$ cat src/verilog/tsc_pkg.sv
// Package: register map, field layout, reset values and counts of the block
package tsc_pkg;

  localparam logic [7:0] ADDR_CLK_CTRL     = 8'h8E;
  localparam logic [7:0] ADDR_T3_PRESCALE  = 8'h8F;
  localparam logic [7:0] ADDR_IRQ_STATUS   = 8'hA0;
  localparam logic [7:0] ADDR_IRQ_MASK     = 8'hA1;

  localparam int         WDT_SEL_LSB       = 6;
  localparam int         STRETCH_LSB       = 0;
  localparam int         T3_SEL_LSB        = 0;

  localparam logic [7:0] CLK_CTRL_RESET    = 8'h01;
  localparam logic [7:0] T3_PRESCALE_RESET = 8'h00;
  localparam logic [2:0] IRQ_MASK_RESET    = 3'h0;

  localparam int         IRQ_W             = 3;
  localparam int         IRQ_T3_TICK       = 0;
  localparam int         IRQ_WDT_INT       = 1;
  localparam int         IRQ_WDT_RST       = 2;

  localparam int         WDT_EXP_SEL0      = 17;
  localparam int         WDT_EXP_SEL1      = 20;
  localparam int         WDT_EXP_SEL2      = 23;
  localparam int         WDT_EXP_SEL3      = 26;
  localparam int         WDT_W             = 27;
  localparam logic [26:0] WDT_RST_EXTRA    = 27'h0000200;

  localparam logic [3:0] EXTERNAL_DATA_MOVE_BASE_CYCLES  = 4'h2;

  localparam logic [4:0] T3_LAST_SEL0      = 5'h00;
  localparam logic [4:0] T3_LAST_SEL1      = 5'h03;
  localparam logic [4:0] T3_LAST_SEL2      = 5'h0F;
  localparam logic [4:0] T3_LAST_SEL3      = 5'h1F;

  typedef struct packed {
    logic [4:0] cnt;
    logic       tick;
  } tsc_pre_state_s;

  typedef struct packed {
    logic [1:0]  wdt_sel;
    logic [2:0]  stretch;
    logic [1:0]  pre_sel;
    logic [2:0]  irq_stat;
    logic [2:0]  irq_mask;
    logic [7:0]  rdata;
    logic [26:0] int_to;
    logic [26:0] rst_to;
    logic [3:0]  external_data_move;
    logic [26:0] wdt_cnt;
    logic        wdt_rst;
  } tsc_top_state_s;

endpackage : tsc_pkg

$ cat src/verilog/tsc_pre_if.sv
// Interface: prescale select and count enable between control and prescaler
`timescale 1ns/100ps
interface tsc_pre_if;
  logic [1:0] sel;
  logic       tick;
  modport ctl (output sel, input tick);
  modport pre (input sel, output tick);
endinterface : tsc_pre_if

$ cat src/verilog/tsc_t3_prescaler.sv
// Free-running timer 3 prescaler with one-cycle count enable
`timescale 1ns/100ps
module tsc_t3_prescaler (
  input  wire logic sys_clk,
  input  wire logic reset_n,
  tsc_pre_if.pre    pre
);

  tsc_pkg::tsc_pre_state_s s_q;
  tsc_pkg::tsc_pre_state_s s_d;
  logic [4:0]              last;

  function automatic logic [4:0] div_last(input logic [1:0] sel);
    unique case (sel)
      2'h0: div_last = tsc_pkg::T3_LAST_SEL0;
      2'h1: div_last = tsc_pkg::T3_LAST_SEL1;
      2'h2: div_last = tsc_pkg::T3_LAST_SEL2;
      2'h3: div_last = tsc_pkg::T3_LAST_SEL3;
    endcase
  endfunction : div_last

  always_comb begin
    last = div_last(pre.sel);
    s_d  = s_q;
    // A shorter divide chosen mid-count wraps at once instead of running on
    if (s_q.cnt >= last) begin
      s_d.cnt  = 5'h00;
      s_d.tick = 1'b1;
    end else begin
      s_d.cnt  = s_q.cnt + 5'h01;
      s_d.tick = 1'b0;
    end
  end

  always_ff @(posedge sys_clk or negedge reset_n) begin
    if (!reset_n) begin
      s_q <= '0;
    end else begin
      s_q <= s_d;
    end
  end

  assign pre.tick = s_q.tick;

  property p_div1;
    @(posedge sys_clk) disable iff (!reset_n)
      (pre.sel == 2'h0)[*2] |-> ##1 pre.tick;
  endproperty
  a_div1: assert property (p_div1)
    else $error("divide by 1 lost a tick");

  property p_div4;
    @(posedge sys_clk) disable iff (!reset_n)
      (pre.tick && pre.sel == 2'h1) ##1 (pre.sel == 2'h1)[*3]
        |-> !pre.tick && !$past(pre.tick) && !$past(pre.tick, 2)
            ##1 pre.tick;
  endproperty
  a_div4: assert property (p_div4)
    else $error("divide by 4 period wrong");

  property p_div16;
    @(posedge sys_clk) disable iff (!reset_n)
      (pre.tick && pre.sel == 2'h2) ##1 (pre.sel == 2'h2)[*8]
        |-> !pre.tick && !$past(pre.tick, 4) && !$past(pre.tick, 7);
  endproperty
  a_div16: assert property (p_div16)
    else $error("divide by 16 ticks early");

  property p_tick_one;
    @(posedge sys_clk) disable iff (!reset_n)
      (pre.tick && pre.sel != 2'h0) ##1 (pre.sel != 2'h0) |-> !pre.tick;
  endproperty
  a_tick_one: assert property (p_tick_one)
    else $error("tick longer than one");

endmodule : tsc_t3_prescaler

$ cat src/verilog/tsc_timing_select.sv
// Timing select configuration: watchdog periods, data move stretch, prescale
//
// Strobed register access was left to the implementer.
`timescale 1ns/100ps
module tsc_timing_select #(
  parameter int WDT_EXP0 = tsc_pkg::WDT_EXP_SEL0,
  parameter int WDT_EXP1 = tsc_pkg::WDT_EXP_SEL1,
  parameter int WDT_EXP2 = tsc_pkg::WDT_EXP_SEL2,
  parameter int WDT_EXP3 = tsc_pkg::WDT_EXP_SEL3
) (
  input  wire logic        sys_clk,
  input  wire logic        reset_n,
  input  wire logic [7:0]  reg_addr,
  input  wire logic [7:0]  reg_wdata,
  input  wire logic        reg_wr,
  input  wire logic        reg_rd,
  output wire logic [7:0]  reg_rdata,
  input  wire logic        wdt_restart,
  output wire logic [26:0] wdt_int_timeout,
  output wire logic [26:0] wdt_rst_timeout,
  output wire logic        wdt_reset_pulse,
  output wire logic [2:0]  stretch_value,
  output wire logic [3:0]  external_data_move_cycles,
  output wire logic        t3_count_en,
  output wire logic        irq
);

  tsc_pkg::tsc_top_state_s s_q;
  tsc_pkg::tsc_top_state_s s_d;
  tsc_pre_if               pre_bus ();
  logic [2:0]              events;
  logic [7:0]              rd_word;

  localparam logic [2:0] STRETCH_RST =
    tsc_pkg::CLK_CTRL_RESET[tsc_pkg::STRETCH_LSB +: 3];

  // Time-outs come from exponents so a simulation can shrink them
  function automatic logic [26:0] wdt_int_count(input logic [1:0] sel);
    unique case (sel)
      2'h0: wdt_int_count = 27'h0000001 << WDT_EXP0;
      2'h1: wdt_int_count = 27'h0000001 << WDT_EXP1;
      2'h2: wdt_int_count = 27'h0000001 << WDT_EXP2;
      2'h3: wdt_int_count = 27'h0000001 << WDT_EXP3;
    endcase
  endfunction : wdt_int_count

  tsc_t3_prescaler u_prescaler (
    .sys_clk (sys_clk),
    .reset_n (reset_n),
    .pre     (pre_bus.pre)
  );

  assign pre_bus.sel = s_q.pre_sel;

  always_comb begin
    s_d = s_q;

    // Configuration writes
    if (reg_wr) begin
      unique case (reg_addr)
        tsc_pkg::ADDR_CLK_CTRL: begin
          s_d.wdt_sel = reg_wdata[tsc_pkg::WDT_SEL_LSB +: 2];
          s_d.stretch = reg_wdata[tsc_pkg::STRETCH_LSB +: 3];
        end
        tsc_pkg::ADDR_T3_PRESCALE: begin
          s_d.pre_sel = reg_wdata[tsc_pkg::T3_SEL_LSB +: 2];
        end
        tsc_pkg::ADDR_IRQ_MASK: begin
          s_d.irq_mask = reg_wdata[tsc_pkg::IRQ_W-1:0];
        end
        default: begin
        end
      endcase
    end

    // Decoded values follow the stored selects one cycle later
    s_d.int_to = wdt_int_count(s_q.wdt_sel);
    s_d.rst_to = wdt_int_count(s_q.wdt_sel)
                 + tsc_pkg::WDT_RST_EXTRA;
    s_d.external_data_move   = {1'b0, s_q.stretch} + tsc_pkg::EXTERNAL_DATA_MOVE_BASE_CYCLES;

    // Watchdog counter runs against the decoded time-outs
    s_d.wdt_rst = 1'b0;
    events      = '0;
    if (wdt_restart) begin
      s_d.wdt_cnt = '0;
    end else if (s_q.wdt_cnt + 27'h0000001 >= s_q.rst_to) begin
      s_d.wdt_cnt = '0;
      s_d.wdt_rst = 1'b1;
      events[tsc_pkg::IRQ_WDT_RST] = 1'b1;
    end else begin
      s_d.wdt_cnt = s_q.wdt_cnt + 27'h0000001;
      if (s_q.wdt_cnt + 27'h0000001 == s_q.int_to) begin
        events[tsc_pkg::IRQ_WDT_INT] = 1'b1;
      end
    end
    events[tsc_pkg::IRQ_T3_TICK] = pre_bus.tick;

    // Write one to clear; a same-cycle event keeps its bit set
    if (reg_wr && reg_addr == tsc_pkg::ADDR_IRQ_STATUS) begin
      s_d.irq_stat = s_q.irq_stat & ~reg_wdata[tsc_pkg::IRQ_W-1:0];
    end
    s_d.irq_stat = s_d.irq_stat | events;

    // Read data stands only in the cycle after the strobe
    rd_word = 8'h00;
    unique case (reg_addr)
      tsc_pkg::ADDR_CLK_CTRL: begin
        rd_word[tsc_pkg::WDT_SEL_LSB +: 2] = s_q.wdt_sel;
        rd_word[tsc_pkg::STRETCH_LSB +: 3] = s_q.stretch;
      end
      tsc_pkg::ADDR_T3_PRESCALE: begin
        rd_word[tsc_pkg::T3_SEL_LSB +: 2] = s_q.pre_sel;
      end
      tsc_pkg::ADDR_IRQ_STATUS: begin
        rd_word[tsc_pkg::IRQ_W-1:0] = s_q.irq_stat;
      end
      tsc_pkg::ADDR_IRQ_MASK: begin
        rd_word[tsc_pkg::IRQ_W-1:0] = s_q.irq_mask;
      end
      default: begin
        rd_word = 8'h00;
      end
    endcase
    s_d.rdata = reg_rd ? rd_word : 8'h00;
  end

  always_ff @(posedge sys_clk or negedge reset_n) begin
    if (!reset_n) begin
      s_q          <= '0;
      s_q.wdt_sel  <= tsc_pkg::CLK_CTRL_RESET[tsc_pkg::WDT_SEL_LSB +: 2];
      s_q.stretch  <= STRETCH_RST;
      s_q.pre_sel  <= tsc_pkg::T3_PRESCALE_RESET[tsc_pkg::T3_SEL_LSB +: 2];
      s_q.irq_mask <= tsc_pkg::IRQ_MASK_RESET;
      s_q.int_to   <= 27'h0000001 << WDT_EXP0;
      s_q.rst_to   <= (27'h0000001 << WDT_EXP0) + tsc_pkg::WDT_RST_EXTRA;
      s_q.external_data_move     <= {1'b0, STRETCH_RST} + tsc_pkg::EXTERNAL_DATA_MOVE_BASE_CYCLES;
    end else begin
      s_q <= s_d;
    end
  end

  assign reg_rdata       = s_q.rdata;
  assign wdt_int_timeout = s_q.int_to;
  assign wdt_rst_timeout = s_q.rst_to;
  assign wdt_reset_pulse = s_q.wdt_rst;
  assign stretch_value   = s_q.stretch;
  assign external_data_move_cycles     = s_q.external_data_move;
  assign t3_count_en     = pre_bus.tick;
  assign irq             = |(s_q.irq_stat & s_q.irq_mask);

  // Checks kept beside the logic

  property p_int_decode;
    @(posedge sys_clk) disable iff (!reset_n)
      (reg_wr && reg_addr == tsc_pkg::ADDR_CLK_CTRL
        && reg_wdata[7:6] == 2'h3) ##1 !reg_wr[*1]
        |-> ##1 wdt_int_timeout == (27'h0000001 << WDT_EXP3);
  endproperty
  a_int_decode: assert property (p_int_decode)
    else $error("interrupt time-out does not follow select 11");

  property p_int_sel0;
    @(posedge sys_clk) disable iff (!reset_n)
      (s_q.wdt_sel == 2'h0)[*2]
        |-> wdt_int_timeout == (27'h0000001 << WDT_EXP0);
  endproperty
  a_int_sel0: assert property (p_int_sel0)
    else $error("select 00 time-out is not the first period");

  property p_int_sel1;
    @(posedge sys_clk) disable iff (!reset_n)
      (s_q.wdt_sel == 2'h1)[*2]
        |-> wdt_int_timeout == (27'h0000001 << WDT_EXP1);
  endproperty
  a_int_sel1: assert property (p_int_sel1)
    else $error("select 01 time-out is not the second period");

  property p_int_sel2;
    @(posedge sys_clk) disable iff (!reset_n)
      (s_q.wdt_sel == 2'h2)[*2]
        |-> wdt_int_timeout == (27'h0000001 << WDT_EXP2);
  endproperty
  a_int_sel2: assert property (p_int_sel2)
    else $error("select 10 time-out is not the third period");

  property p_int_sel3;
    @(posedge sys_clk) disable iff (!reset_n)
      (s_q.wdt_sel == 2'h3)[*2]
        |-> wdt_int_timeout == (27'h0000001 << WDT_EXP3);
  endproperty
  a_int_sel3: assert property (p_int_sel3)
    else $error("select 11 time-out is not the fourth period");

  property p_rst_extra;
    @(posedge sys_clk) disable iff (!reset_n)
      wdt_rst_timeout == wdt_int_timeout + 27'h0000200;
  endproperty
  a_rst_extra: assert property (p_rst_extra)
    else $error("reset time-out is not 512 past interrupt time-out");

  property p_external_data_move;
    @(posedge sys_clk) disable iff (!reset_n)
      $stable(stretch_value) |-> external_data_move_cycles == {1'b0, stretch_value} + 4'h2;
  endproperty
  a_external_data_move: assert property (p_external_data_move)
    else $error("data move length is not stretch plus two");

  property p_stretch_write;
    @(posedge sys_clk) disable iff (!reset_n)
      (reg_wr && reg_addr == tsc_pkg::ADDR_CLK_CTRL)
        |=> stretch_value == $past(reg_wdata[2:0]);
  endproperty
  a_stretch_write: assert property (p_stretch_write)
    else $error("stretch select not stored");

  property p_reset_default;
    @(posedge sys_clk) disable iff (!reset_n)
      $rose(reset_n) |-> stretch_value == 3'h1 && external_data_move_cycles == 4'h3;
  endproperty
  a_reset_default: assert property (p_reset_default)
    else $error("stretch default is not one");

  property p_t3_sel0;
    @(posedge sys_clk) disable iff (!reset_n)
      (s_q.pre_sel == 2'h0)[*3] |-> t3_count_en;
  endproperty
  a_t3_sel0: assert property (p_t3_sel0)
    else $error("undivided timer 3 enable missing");

  property p_wdt_fire;
    @(posedge sys_clk) disable iff (!reset_n)
      wdt_reset_pulse |-> $past(s_q.wdt_cnt) + 27'h0000001
                          >= $past(s_q.rst_to);
  endproperty
  a_wdt_fire: assert property (p_wdt_fire)
    else $error("watchdog reset fired before its time-out");

  property p_stat_set;
    @(posedge sys_clk) disable iff (!reset_n)
      t3_count_en |=> s_q.irq_stat[tsc_pkg::IRQ_T3_TICK];
  endproperty
  a_stat_set: assert property (p_stat_set)
    else $error("count enable event did not set its status bit");

  property p_irq_level;
    @(posedge sys_clk) disable iff (!reset_n)
      irq == |(s_q.irq_stat & s_q.irq_mask)
        && (!irq || s_q.irq_mask != 3'h0);
  endproperty
  a_irq_level: assert property (p_irq_level)
    else $error("interrupt level wrong");

  // The counter restarts from zero, so a second pulse cannot follow at once
  property p_rst_pulse_one;
    @(posedge sys_clk) disable iff (!reset_n)
      wdt_reset_pulse |=> !wdt_reset_pulse;
  endproperty
  a_rst_pulse_one: assert property (p_rst_pulse_one)
    else $error("watchdog reset pulse longer than one cycle");

  property p_wdt_stat;
    @(posedge sys_clk) disable iff (!reset_n)
      wdt_reset_pulse |-> s_q.irq_stat[tsc_pkg::IRQ_WDT_RST];
  endproperty
  a_wdt_stat: assert property (p_wdt_stat)
    else $error("watchdog reset did not flag its status bit");

  property p_int_event;
    @(posedge sys_clk) disable iff (!reset_n)
      (!wdt_restart && s_q.wdt_cnt + 27'h0000001 < s_q.rst_to
        && s_q.wdt_cnt + 27'h0000001 == s_q.int_to)
        |=> s_q.irq_stat[tsc_pkg::IRQ_WDT_INT];
  endproperty
  a_int_event: assert property (p_int_event)
    else $error("interrupt time-out did not flag its status bit");

  property p_external_data_move_range;
    @(posedge sys_clk) disable iff (!reset_n)
      external_data_move_cycles >= 4'h2 && external_data_move_cycles <= 4'h9;
  endproperty
  a_external_data_move_range: assert property (p_external_data_move_range)
    else $error("data move length outside two to nine");

  property p_stretch_hold;
    @(posedge sys_clk) disable iff (!reset_n)
      !(reg_wr && reg_addr == tsc_pkg::ADDR_CLK_CTRL)
        |=> $stable(stretch_value);
  endproperty
  a_stretch_hold: assert property (p_stretch_hold)
    else $error("stretch select changed without a write");

  property p_t3_sel_write;
    @(posedge sys_clk) disable iff (!reset_n)
      (reg_wr && reg_addr == tsc_pkg::ADDR_T3_PRESCALE)
        |=> s_q.pre_sel == $past(reg_wdata[1:0]);
  endproperty
  a_t3_sel_write: assert property (p_t3_sel_write)
    else $error("prescale select not stored");

  property p_rdata_idle;
    @(posedge sys_clk) disable iff (!reset_n)
      !reg_rd |=> reg_rdata == 8'h00;
  endproperty
  a_rdata_idle: assert property (p_rdata_idle)
    else $error("read data present without a read strobe");

endmodule : tsc_timing_select
$ cat config.mk
export PLATFORM = sky130hd
export DESIGN_NAME = tsc_timing_select
export DESIGN_NICKNAME = d
export VERILOG_FILES = /design/src/verilog/tsc_pkg.sv /design/src/verilog/tsc_pre_if.sv /design/src/verilog/tsc_t3_prescaler.sv /design/src/verilog/tsc_timing_select.sv
export SDC_FILE = /design/constraint.sdc
export NUM_CORES = 1
export LEC_CHECK = 0
export BUFFER_PORTS_ARGS = -buffer_cell sky130_fd_sc_hd__buf_2
export CAP_MARGIN = 40
export CORE_MARGIN = 1
export CORE_UTILIZATION = 35
export CTS_CLUSTER_DIAMETER = 150
export DETAILED_ROUTE_END_ITERATION = 8
export HOLD_SLACK_MARGIN = 0.08
export PLACE_DENSITY = 0.58
export SYNTH_ARGS = -nofsm -noshare
export SYNTH_HDL_FRONTEND = slang
export SYNTH_HIERARCHICAL = 1
export SYNTH_SLANG_ARGS = --single-unit
$ cat constraint.sdc
create_clock -name sys_clk -period 5.82 [get_ports sys_clk]
set_clock_uncertainty 0.1 [all_clocks]
set_input_delay 0.873 -clock sys_clk [delete_from_list [all_inputs] [get_ports sys_clk]]
set_output_delay 0.873 -clock sys_clk [all_outputs]
set_load 0.03 [all_outputs]
=== Word level (Yosys, flattened, before mapping) ===
Index checks and enable logic that the tools add are counted.

* Output and inout port bits: 72
* Input port bits: 21
* Register bits: 113
* Word-level logic and storage cells: 56

* Multiplexer cells: 15
* Bitwise logic cells: 4
* $lt $le $gt $ge: 2
* Eq/ne operators: 11
* $add $sub $neg: 4
* Reductions and logical operators: 7

{| class="wikitable"
|+ Operators with widths
! operator !! count
|-
| case mux 27 bit (4 select lines) || 1
|-
| 2-to-1 mux 27 bit || 2
|-
| == test 8 bit (second input constant) || 4
|-
| adder 27 x 1 -> 27 bit (second input constant) || 1
|-
| adder 27 x 10 -> 27 bit (second input constant) || 1
|-
| == test 27 bit || 1
|-
| greater-or-equal comparator 27 bit || 1
|-
| case mux 5 bit (4 select lines) || 1
|-
| == test 2 bit (second input constant) || 4
|-
| 2-to-1 mux 8 bit || 1
|-
| case mux 2 bit (4 select lines) || 1
|-
| bitwise AND 3 bit || 2
|-
| 2-to-1 mux 6 bit || 1
|-
| AND reduction 2 bit || 3
|-
| adder 5 x 1 -> 5 bit (second input constant) || 1
|-
| greater-or-equal comparator 5 bit || 1
|-
| adder 3 x 2 -> 4 bit (second input constant) || 1
|-
| == test 2 x 1 -> 1 bit (second input constant) || 2
|-
| zero test 2 bit || 2
|-
| 2-to-1 mux 1 bit || 4
|-
| 2-to-1 mux 2 bit || 2
|-
| 2-to-1 mux 3 bit || 1
|-
| inverter 3 bit || 1
|-
| bitwise OR 3 bit || 1
|-
| other kinds (3) || 3
|}

=== Depth between registers and ports, before layout ===
Gate-level depths: netlist of run 1.

* Word-level depth: 6
* Gate-level depth with buffers: 14
* Depth with buffers taken out: 12

=== By module ===
Netlist of run 1, hierarchy kept.

{| class="wikitable"
|+ Modules (own cells, without submodules)
! module !! area each (µm²) !! times used !! sequential area each (µm²) !! cells an instance
|-
| tsc_timing_select || 3525.9 || 1 || 1356.3 || 365
|-
| tsc_t3_prescaler || 370.4 || 1 || 150.1 || 34
|}

=== Least setup slack after synthesis of run 1 ===
OpenSTA, ideal clock, no wires.

* Path type: register to register
* Start: register s_q[7] (netlist bit)
* End: register s_q[12] (netlist bit)
* Setup slack: 2.721 ns
* Cell stages (with the launch flop): 14
* Clock period less this slack: 3.099 ns
* Library setup time: 0.070 ns
* Data required time: 5.650 ns
* Data arrival time: 2.929 ns
* Buffers on the path: 4
* Path through: dfrtp_1 > buf_2 > nand4_4 > or4_1 > buf_2 > nor3_1 > xor2_1 > ha_1 > nor4_1 > a41oi_1 > a211o_1 > buf_6 > buf_8 > nor2_4

{| class="wikitable"
|+ RTL lines
! what !! RTL line !! RTL
|-
| start: declaration || tsc_timing_select.sv:28 || <nowiki>tsc_pkg::tsc_top_state_s s_q;</nowiki>
|}

==> results of run 1 <==
-- state kept, by name, indices dropped and copies added, names as in the netlist --
signal,count
wdt_rst_timeout,4
u_prescaler/s_q,5
s_q,35
reg_rdata,5
pre_bus.sel,2
u_prescaler/pre.tick,1
stretch_value,3
wdt_reset_pulse,1
external_data_move_cycles,4
-- synth_stat cells (all sizes together) (4+ instances only) --
| library cell | count |
|---|---|
| a311oi | 6 |
| a31oi | 4 |
| and2 | 6 |
| and3 | 5 |
| and4 | 4 |
| buf | 75 |
| clkbuf | 5 |
| dfrtp | 56 |
| dfstp | 4 |
| ha | 13 |
| inv | 16 |
| mux2 | 10 |
| nand2 | 19 |
| nand3 | 23 |
| nand4 | 8 |
| nor2 | 39 |
| nor2b | 8 |
| nor3 | 8 |
| nor4 | 10 |
| o21ai | 8 |
| xnor2 | 17 |
| xor2 | 11 |
-- logic make-up after synthesis --
family          share of synthesized area
compound gates                     0.0912
xor+xnor                           0.0629
fa+ha+maj                          0.0417
buf+inv                             0.167
flops                               0.387
mux                                0.0340
other cells                       0.00193
simple gates                        0.215
-- power breakdown --
group | internal, uW | switching (uW)
sequential | 436 | 14.8
combinational | 34.5 | 106
clock | 222 | 174
total | 692 | 294
-- stage by stage --
step           hold WS [ns]  area, sq um  utilization  std cells
2_1_floorplan         0.266         4070            -        446
3_3_place_gp          0.274         3870        0.357        548
3_5_place_dp          0.276         3880        0.358        549
4_1_cts               0.286         4090        0.377        565
5_1_grt               0.295         4090        0.377        565
6_report              0.286         4090        0.377        565
-- area by class of cell --
cell class / count / share of cell area
Clock buffer: 11 / 0.0370
Clock inverter: 5 / 0.0147
Multi-Input combinational cell: 290 / 0.469
Inverter: 16 / 0.0147
Sequential cell: 60 / 0.368
Tap cell: 140 / 0.0428
Timing Repair Buffer: 43 / 0.0535
-- layer usage --
| layer | up-vias | GRT usage |
|---|---|---|
| met3 | 9 | 0.0297 |
| li1 | 1326 | - |
| met2 | 98 | 0.219 |
| met5 | - | 0 |
| met4 | 0 | 0.0597 |
| met1 | 1313 | 0.181 |
-- worst max-delay path by stage --
stage | endpoint | slack (ns) | depth (start not counted)
2_1_floorplan | s_q[12]$_DFF_PN0_ | 2.72 | 13
3_3_place_gp | s_q[19]$_DFF_PN0_ | 1.67 | 13
3_5_place_dp | s_q[19]$_DFF_PN0_ | 1.66 | 13
4_1_cts | s_q[19]$_DFF_PN0_ | 1.63 | 13
5_1_grt | s_q[19]$_DFF_PN0_ | 1.34 | 13
6_report | s_q[19]$_DFF_PN0_ | 1.65 | 13
==> flow_metrics.tcl, run 1 <==
set metrics [dict create \
    maxUsedRoutingLayer "met4" \
    worst_r2r_endpoint "s_q[19]$_DFF_PN0_" \
    mostFrequentLayoutCell "dfrtp_1" \
    dpl_worst_slack_ns 1.66 \
    dr.pass1.iters 4 \
    setup_violations 0 \
    grt.overflow.total 0 \
    cts.repair.resized 0 \
    synth-edff-count 0 \
    numClockSinks 60 \
    cts_post_setup_buffers_inserted 0 \
    grt_util_all_layers 0.138 \
    post_syn_instances 399 \
    critical_path.cell_chain "ha_1 -> nand4_1 -> nor4_4 -> nand3_1 -> nor2_1 -> xor2_1 -> ha_1 -> nand2_1 -> a31oi_1 -> o211a_1 -> a211o_1 -> buf_4 -> o21ba_1" \
    dieWidth_um 108 \
    total_die_area_sq_um 11600 \
    clock_tree.root_cell "clkbuf_8" \
    path_class "register to register" \
    clock_tree.htree_level_count 3 \
    avgRoutedWirePerCell_um 12.8 \
    drc 0 \
    final_estimated_routing_congestion_in_global_placement 0.802 \
    hold_path.startpoint "stretch_value[0]$_DFFE_PN1P_" \
    synth.ff_latch_count 60 \
    mostFrequentLayoutCells "56 x dfrtp_1, 49 x conb_1, 40 x buf_2" \
    syn_area_sq_um 3900 \
    synthDistinctLibCells 60 \
    cts.clk_slew.worst_paths_ns 0.07 \
    result_of_the_run "complete, no violations" \
    finalSetupTns_ns 0 \
    fmax_mhz 240 \
    vias 2746 \
    flow.area_growth_from_synthesis_pct 4.95 \
    number_of_global_route_vias_before_repair 2616 \
    rrSetupSlack_ns 1.65 \
    end_kind "register" \
    reg2regPathDepth 13 \
    m1WireLength_um 3390 \
    grt_setup_unrepaired "false" \
    antenna_diode_count 0 \
    clk-insertion-delay-late_ns 0.34 \
    synthDominantAreaCellType "dfrtp_1" \
    final.setup.worst_slack_ns 1.65 \
    crit_buf_inv 1 \
    critical-path-top-cell-by-count "ha_1" \
    post-synth-top-area-fraction 0.360 \
    grt_pass1_wl_um 12500 \
    power_leakage_uw 0.00187 \
    start_kind "register" \
    cp_data_required_time_ns 5.95 \
    drt.antenna.violating_nets 0 \
    place.detailed.hpwl_um 5220 \
    final_layout_size_suffix_gt1_frac 0.207 \
    synthTopCellsByArea "dfrtp_1 36%, buf_4 13%, ha_1 4.2%" \
    start_util 0.359 \
    critPathMaxStageDelay_ns 0.64 \
    detailroute.wirelength.met2_um 3410 \
    detail_route.wirelength_um 7240 \
    ir_drop_uv 100 \
    dr_wl_met3_um 321 \
    report.final.slew_viol_count 0 \
    r2r-start "s_q[1]$_DFF_PN0_" \
    dr.first_iter.drc_count 100 \
    timing.max_cap.violations 0 \
    design.core.area_sq_um 10800 \
    synth_seq_area_share 0.387 \
    fill_count 1118 \
    critPathSlowestCell "a211o_1" \
    pwr_density_cell_nw_per_um2 241 \
    layout.nets 454 \
    totalPowerFinal_uw 986 \
    core.rowCount 38 \
    max_slew.worst_pin.slew_ns 0.898 \
    share_of_async_settable_or_async_resettable_flops_after_synthesis 1.00 \
    cts-buffers-inserted 9 \
    slew_headroom 0.396 \
    cp_data_arrival_time_ns 4.30 \
    holdCritPathClass "register to register" \
    die_height_um 108 \
    top_level_ports 93 \
    sequential_cell_area_sq_um 1510 \
    post-route-period-util 0.717 \
    io_buffer_count 40 \
    startpoint "s_q[1]$_DFF_PN0_" \
    postCtsHoldBufs 0 \
    tritoncts_clock_tree "yes" \
    endpoint_worst_hold "external_data_move_cycles[0]$_DFF_PN1_" \
    clk_path_buf_depth 2 \
    timing.critical_path.max_delay_family "compound AO/OA/AOI/OAI gates" \
    cp_max_fo 15 \
    route.detailed.vias_per_inst 4.86 \
    synthFlopType "dfrtp_1" \
    hold_critical_path_depth 0 \
    grt_antenna_before_repair 0 \
    finalWorstPathRequiredPeriod_ns 4.17 \
    synth_area_per_cell_sq_um 9.77 \
    multi_input_area_sq_um 1920 \
    report.final.hold_viol_count 0 \
    grt_max_degree 61 \
    synth_warnings 6 \
]
Note: power is estimated with default switching activity, not from simulation.
==> run 2, diff against run 1 <==
Settings changed: PLACE_DENSITY 0.58 to 0.6.
Clock period 5.82 ns to 3.73 ns, I/O delays scaled along.
==> run 2 against run 1 <==
Compared with the run above: sequential cell count unchanged; utilization increased by 0.30 points; register-to-register slack got worse by 1.3 ns; die area is the same; critical path depth down 1; final cell count is 0.71% higher; non-clock buffer count increased by 4; sequential share of layout area down 0.29 points; power up 58%; sequential power rose by 56%; design area up 0.80%; clock power increased by 61%; largest cell class unchanged; largest power group unchanged.
==> flow_metrics.tcl, run 2 (synthesis gave the netlist of run 1 again) <==
set metrics [dict create \
    reg2regPathDepth 12 \
    r2r-start "s_q[7]$_DFF_PN0_" \
    top_register "s_q" \
    design.core.area_sq_um 10800 \
    grt_pass1_wl_um 12300 \
    start_util 0.359 \
    worst_r2r_endpoint "s_q[98]$_DFF_PN0_" \
    largest_register_ff_count 35 \
    finalWorstPathRequiredPeriod_ns 3.43 \
    flow.area_growth_from_synthesis_pct 5.78 \
    start_kind "register" \
    multi_input_area_sq_um 1920 \
    clk-insertion-delay-late_ns 0.34 \
    placedInstanceArea_sq_um 3910 \
    avgRoutedWirePerCell_um 12.6 \
    startpoint "s_q[7]$_DFF_PN0_" \
    core.rowCount 38 \
    end_kind "register" \
    setup_violations 0 \
    clock_tree.root_cell "clkbuf_8" \
    cp_data_required_time_ns 3.84 \
    total_die_area_sq_um 11600 \
    layout.cell_area.non_filler_sq_um 4120 \
    report.final.slew_viol_count 0 \
    dr.first_iter.drc_count 136 \
    top_level_ports 93 \
    clock_tree.htree_level_count 3 \
    cts-buffers-inserted 9 \
    layout.nets 458 \
    timing.max_cap.violations 0 \
    rrSetupSlack_ns 0.30 \
    holdCritPathClass "input pin to asynchronous set/reset pin" \
    slew_headroom 0.411 \
    io_buffer_count 40 \
    sequential_cell_area_sq_um 1510 \
    final_layout_size_suffix_gt1_frac 0.212 \
    grt_antenna_before_repair 0 \
    drt.antenna.violating_nets 0 \
    dp_cells 553 \
    pwr_density_cell_nw_per_um2 378 \
    max_slew.worst_pin.slew_ns 0.875 \
    mostFrequentLayoutCell "dfrtp_1" \
    numClockSinks 60 \
    drc 0 \
    grt_util_all_layers 0.136 \
    dr.pass1.iters 4 \
    fmax_mhz 291 \
    postCtsHoldBufs 0 \
    tritoncts_clock_tree "yes" \
    grt_max_degree 37 \
    detail_route.wirelength_um 7150 \
    cp_data_arrival_time_ns 3.54 \
    cts.clk_slew.worst_paths_ns 0.07 \
    finalSetupTns_ns 0 \
    crit_end "s_q[98]$_DFF_PN0_" \
    mostFrequentLayoutCells "56 x dfrtp_1, 49 x conb_1, 40 x buf_2" \
    report.final.hold_viol_count 0 \
    grt_setup_unrepaired "false" \
    path_class "register to register" \
    number_of_global_route_vias_before_repair 2611 \
    cp_max_fo 17 \
    antenna_diode_count 0 \
    dieWidth_um 108 \
    post-route-period-util 0.920 \
    clk_path_buf_depth 2 \
    place.detailed.hpwl_um 5260 \
    final_estimated_routing_congestion_in_global_placement 0.851 \
    ir_drop_uv 177 \
    result_of_the_run "complete, no violations" \
    final_non_filler_cell_total 569 \
    vias 2763 \
    route.detailed.vias_per_inst 4.86 \
    die_height_um 108 \
    fill_count 1095 \
    grt.overflow.total 0 \
    power_leakage_uw 0.00189 \
]
## run 2: cell types whose count changed in the layout (fill, tap and decap cells not counted), moves of 2 or more
cell / change
clkbuf_1: +2
buf_4: +5
clkbuf_8: -2
clkinv_4: -2
## run 2: timing repair
item	CTS	global route
resized for setup	0	1
endpoints found under the setup margin	0	1
setup buffers	0	0
## run 2: worst min path at each step
stage / from / to / slack [ns] / cells past startpoint
6_report: reset_n / u_prescaler/s_q[4]$_DFF_PN0_ / 0.20 / 1
5_1_grt: reset_n / u_prescaler/s_q[4]$_DFF_PN0_ / 0.26 / 1
4_1_cts: reset_n / u_prescaler/s_q[4]$_DFF_PN0_ / 0.23 / 1
3_5_place_dp: stretch_value[0]$_DFFE_PN1P_ / external_data_move_cycles[0]$_DFF_PN1_ / 0.27 / 0
3_3_place_gp: stretch_value[0]$_DFFE_PN1P_ / external_data_move_cycles[0]$_DFF_PN1_ / 0.27 / 0
2_1_floorplan: reset_n / external_data_move_cycles[2]$_DFF_PN0_ / 0.16 / 0
## run 2: where the power goes
part	total [uW]	internal, uW	switching (uW)
combinational	221	55.4	165
clock	636	374	261
sequential	702	680	22.7
total	1560	1110	449
## run 2: routing by layer
layer,vias up,part of all wire,track usage
met5,-,0,0
met4,0,0.018,0.0616
met3,13,0.047,0.0254
met2,90,0.46,0.215
met1,1329,0.48,0.179
li1,1331,-,-
## run 2: cell type report
class / count / area share
clock buffer: 11 / 0.0319
clock inverter: 5 / 0.0188
inverter: 16 / 0.0146
multi-input combinational: 290 / 0.465
sequential: 60 / 0.366
tap: 140 / 0.0425
timing repair buffer: 47 / 0.0613
## run 2: worst max-delay path: stages (launching register included)
cell and delay, ns:
dfrtp_1 0.47, nand4_4 0.22, or3_1 0.48, nor3_1 0.27, nand4_1 0.15, xnor2_1 0.17, ha_1 0.27, nand2_1 0.05
a31oi_1 0.19, o211a_1 0.25, a211o_1 0.19, buf_4 0.35, o21ai_1 0.12
## run 2: stage by stage
step	hold WS, ns	power [uW]	util	setup slack [ns]
after floorplan	0.164	929	-	0.631
after global routing	0.264	1630	0.380	0.0922
final	0.199	1560	0.380	0.298
after detailed placement	0.272	938	0.361	0.285
after global placement	0.272	932	0.361	0.340
after CTS	0.234	1580	0.380	0.251
==> run 3, diff against run 2 <==
Settings changed: BUFFER_PORTS_ARGS -buffer_cell sky130_fd_sc_hd__buf_2 to unset, CTS_BUF_LIST set to sky130_fd_sc_hd__clkbuf_4, DONT_BUFFER_PORTS set to 1, PLACE_DENSITY 0.6 to 0.53.
Clock period 3.73 ns to 3 ns, I/O delays scaled along.
==> run 3 against run 2 <==
Compared with the run above: the flow now finishes with violations (negative setup slack); die area stayed put; power is 6.3% higher; wire length is 16% higher; fmax is 8.9% higher; critical endpoint is now s_q[11]$_DFF_PN0_.
==> flow_metrics.tcl, run 3 (synthesis gave the netlist of run 1 again) <==
set metrics [dict create \
    result_of_the_run "complete, but fails checks" \
    failed_checks "negative setup slack" \
    critPathSlowestCell "or3_1" \
    grt_antenna_before_repair 0 \
    slew_headroom 0.600 \
    final_estimated_routing_congestion_in_global_placement 0.836 \
    start_kind "register" \
    timing.max_cap.violations 0 \
    whs_ns 0.105 \
    critPathMaxStageDelay_ns 0.45 \
    top_level_ports 93 \
    dr.pass1.iters 4 \
    start_util 0.359 \
    report.final.hold_viol_count 0 \
    io_buffer_count 0 \
    cts.clk_slew.worst_paths_ns 0.12 \
    grt.overflow.total 0 \
    top_register "s_q" \
    ir_drop_uv 186 \
    grt_max_degree 61 \
    finalWorstPathRequiredPeriod_ns 3.15 \
    setup_violations 30 \
    grt_util_all_layers 0.153 \
    mostFrequentLayoutCell "buf_4" \
    path_class "register to register" \
    grt_pass1_wl_um 13700 \
    antenna_diode_count 0 \
    place.detailed.hpwl_um 5730 \
    totalPowerFinal_uw 1660 \
    dieWidth_um 108 \
    clock_tree.root_cell "clkbuf_4" \
    route.detailed.vias_per_inst 4.82 \
    mostFrequentLayoutCells "65 x buf_4, 56 x dfrtp_1, 49 x conb_1" \
    tritoncts_clock_tree "yes" \
    pwr_density_cell_nw_per_um2 358 \
    fmax_mhz 317 \
    clk-insertion-delay-late_ns 0.43 \
    holdCritPathClass "input pin to register" \
    detail_route.wirelength_um 8320 \
    clock_tree.htree_level_count 3 \
    report.final.slew_viol_count 0 \
    vias 2896 \
    grt_setup_unrepaired "true" \
    cp_max_fo 5 \
    cts-buffers-inserted 9 \
    timing.critical_path.max_delay_family "simple AND/OR/NAND/NOR gates" \
    layout.nets 490 \
    cp_data_required_time_ns 3.25 \
    dr.first_iter.drc_count 114 \
    cp_data_arrival_time_ns 3.40 \
    avgRoutedWirePerCell_um 13.8 \
    design.core.area_sq_um 10800 \
    die_height_um 108 \
    final.setup.worst_slack_ns -0.151 \
    number_of_global_route_vias_before_repair 2830 \
    power_leakage_uw 0.00206 \
    largest_register_ff_count 35 \
    numClockSinks 60 \
    clk_path_buf_depth 2 \
    fin_util 0.427 \
    core.rowCount 38 \
    crit_buf_inv 2 \
    drt.antenna.violating_nets 0 \
    total_die_area_sq_um 11600 \
    dpl_worst_slack_ns -0.180 \
    final_layout_size_suffix_gt1_frac 0.310 \
    end_kind "register" \
    post-route-period-util 1.05 \
    critical_path.cell_chain "buf_4 -> nand3_2 -> or3_1 -> nor3_2 -> nand4_1 -> xnor2_2 -> ha_1 -> nand2_2 -> a31oi_4 -> o211a_4 -> a211o_4 -> clkbuf_16 -> nor2_4" \
    finalSetupTns_ns -3.41 \
    flow.area_growth_from_synthesis_pct 18.7 \
    max_slew.worst_pin.slew_ns 0.595 \
    drc 0 \
]
## run 3: per-stage QoR
step,area (sq um),instances
3_3_place_gp,4070,554
5_1_grt,4630,601
4_1_cts,4450,594
3_5_place_dp,4070,554
6_report,4630,601
2_1_floorplan,4100,446
## run 3: final timing paths
check                                             start                                      to  slack, ns  cells past startpoint
setup / recovery                       s_q[1]$_DFF_PN0_                       s_q[11]$_DFF_PN0_      -0.15                     13
hold / removal                             reg_wdata[1]                       s_q[98]$_DFF_PN0_       0.10                      3
setup reg to reg                       s_q[1]$_DFF_PN0_                       s_q[11]$_DFF_PN0_      -0.15                     13
hold reg to reg            stretch_value[0]$_DFFE_PN1P_  external_data_move_cycles[0]$_DFF_PN1_       0.35                      0
max in group asynchronous                       reset_n            stretch_value[0]$_DFFE_PN1P_       2.03                      2
min in group asynchronous                       reset_n                       s_q[27]$_DFF_PN0_       0.41                      2
## run 3: tightest hold or removal path, cell delays in order
cell	delay (ns)
nand3_1	0.06
nand2_1	0.06
o21ai_2	0.05
## run 3: layer usage
| layer | wire (um) | GRT usage | vias to the layer above |
|---|---|---|---|
| li1 | - | - | 1401 |
| met1 | 3710 | 0.194 | 1376 |
| met2 | 4020 | 0.248 | 102 |
| met3 | 369 | 0.0272 | 17 |
| met4 | 219 | 0.0793 | 0 |
| met5 | 0 | 0 | - |
## run 3: area by class of cell
| class | instances | area [sq um] |
|---|---|---|
| Clock buffer | 12 | 90.1 |
| Clock inverter | 4 | 20.0 |
| Fill cell | 1058 | 6210 |
| Inverter | 16 | 60.1 |
| Multi-Input combinational cell | 290 | 2090 |
| Sequential cell | 60 | 1510 |
| Tap cell | 140 | 175 |
| Timing Repair Buffer | 79 | 686 |
## run 3: report_power, final
group	total, uW	switching [uW]	internal, uW
clock	488	297	192
sequential	900	55.6	844
combinational	268	183	84.6
## run 3: what timing repair did
action | CTS | global route
pin swaps | 14 | 15
gates cloned | 0 | 1
hold endpoints to repair | 77 | 1
setup buffers | 16 | 5
gates resized for setup | 11 | 22
setup endpoints to repair | 30 | 30
hold buffers | 9 | 1
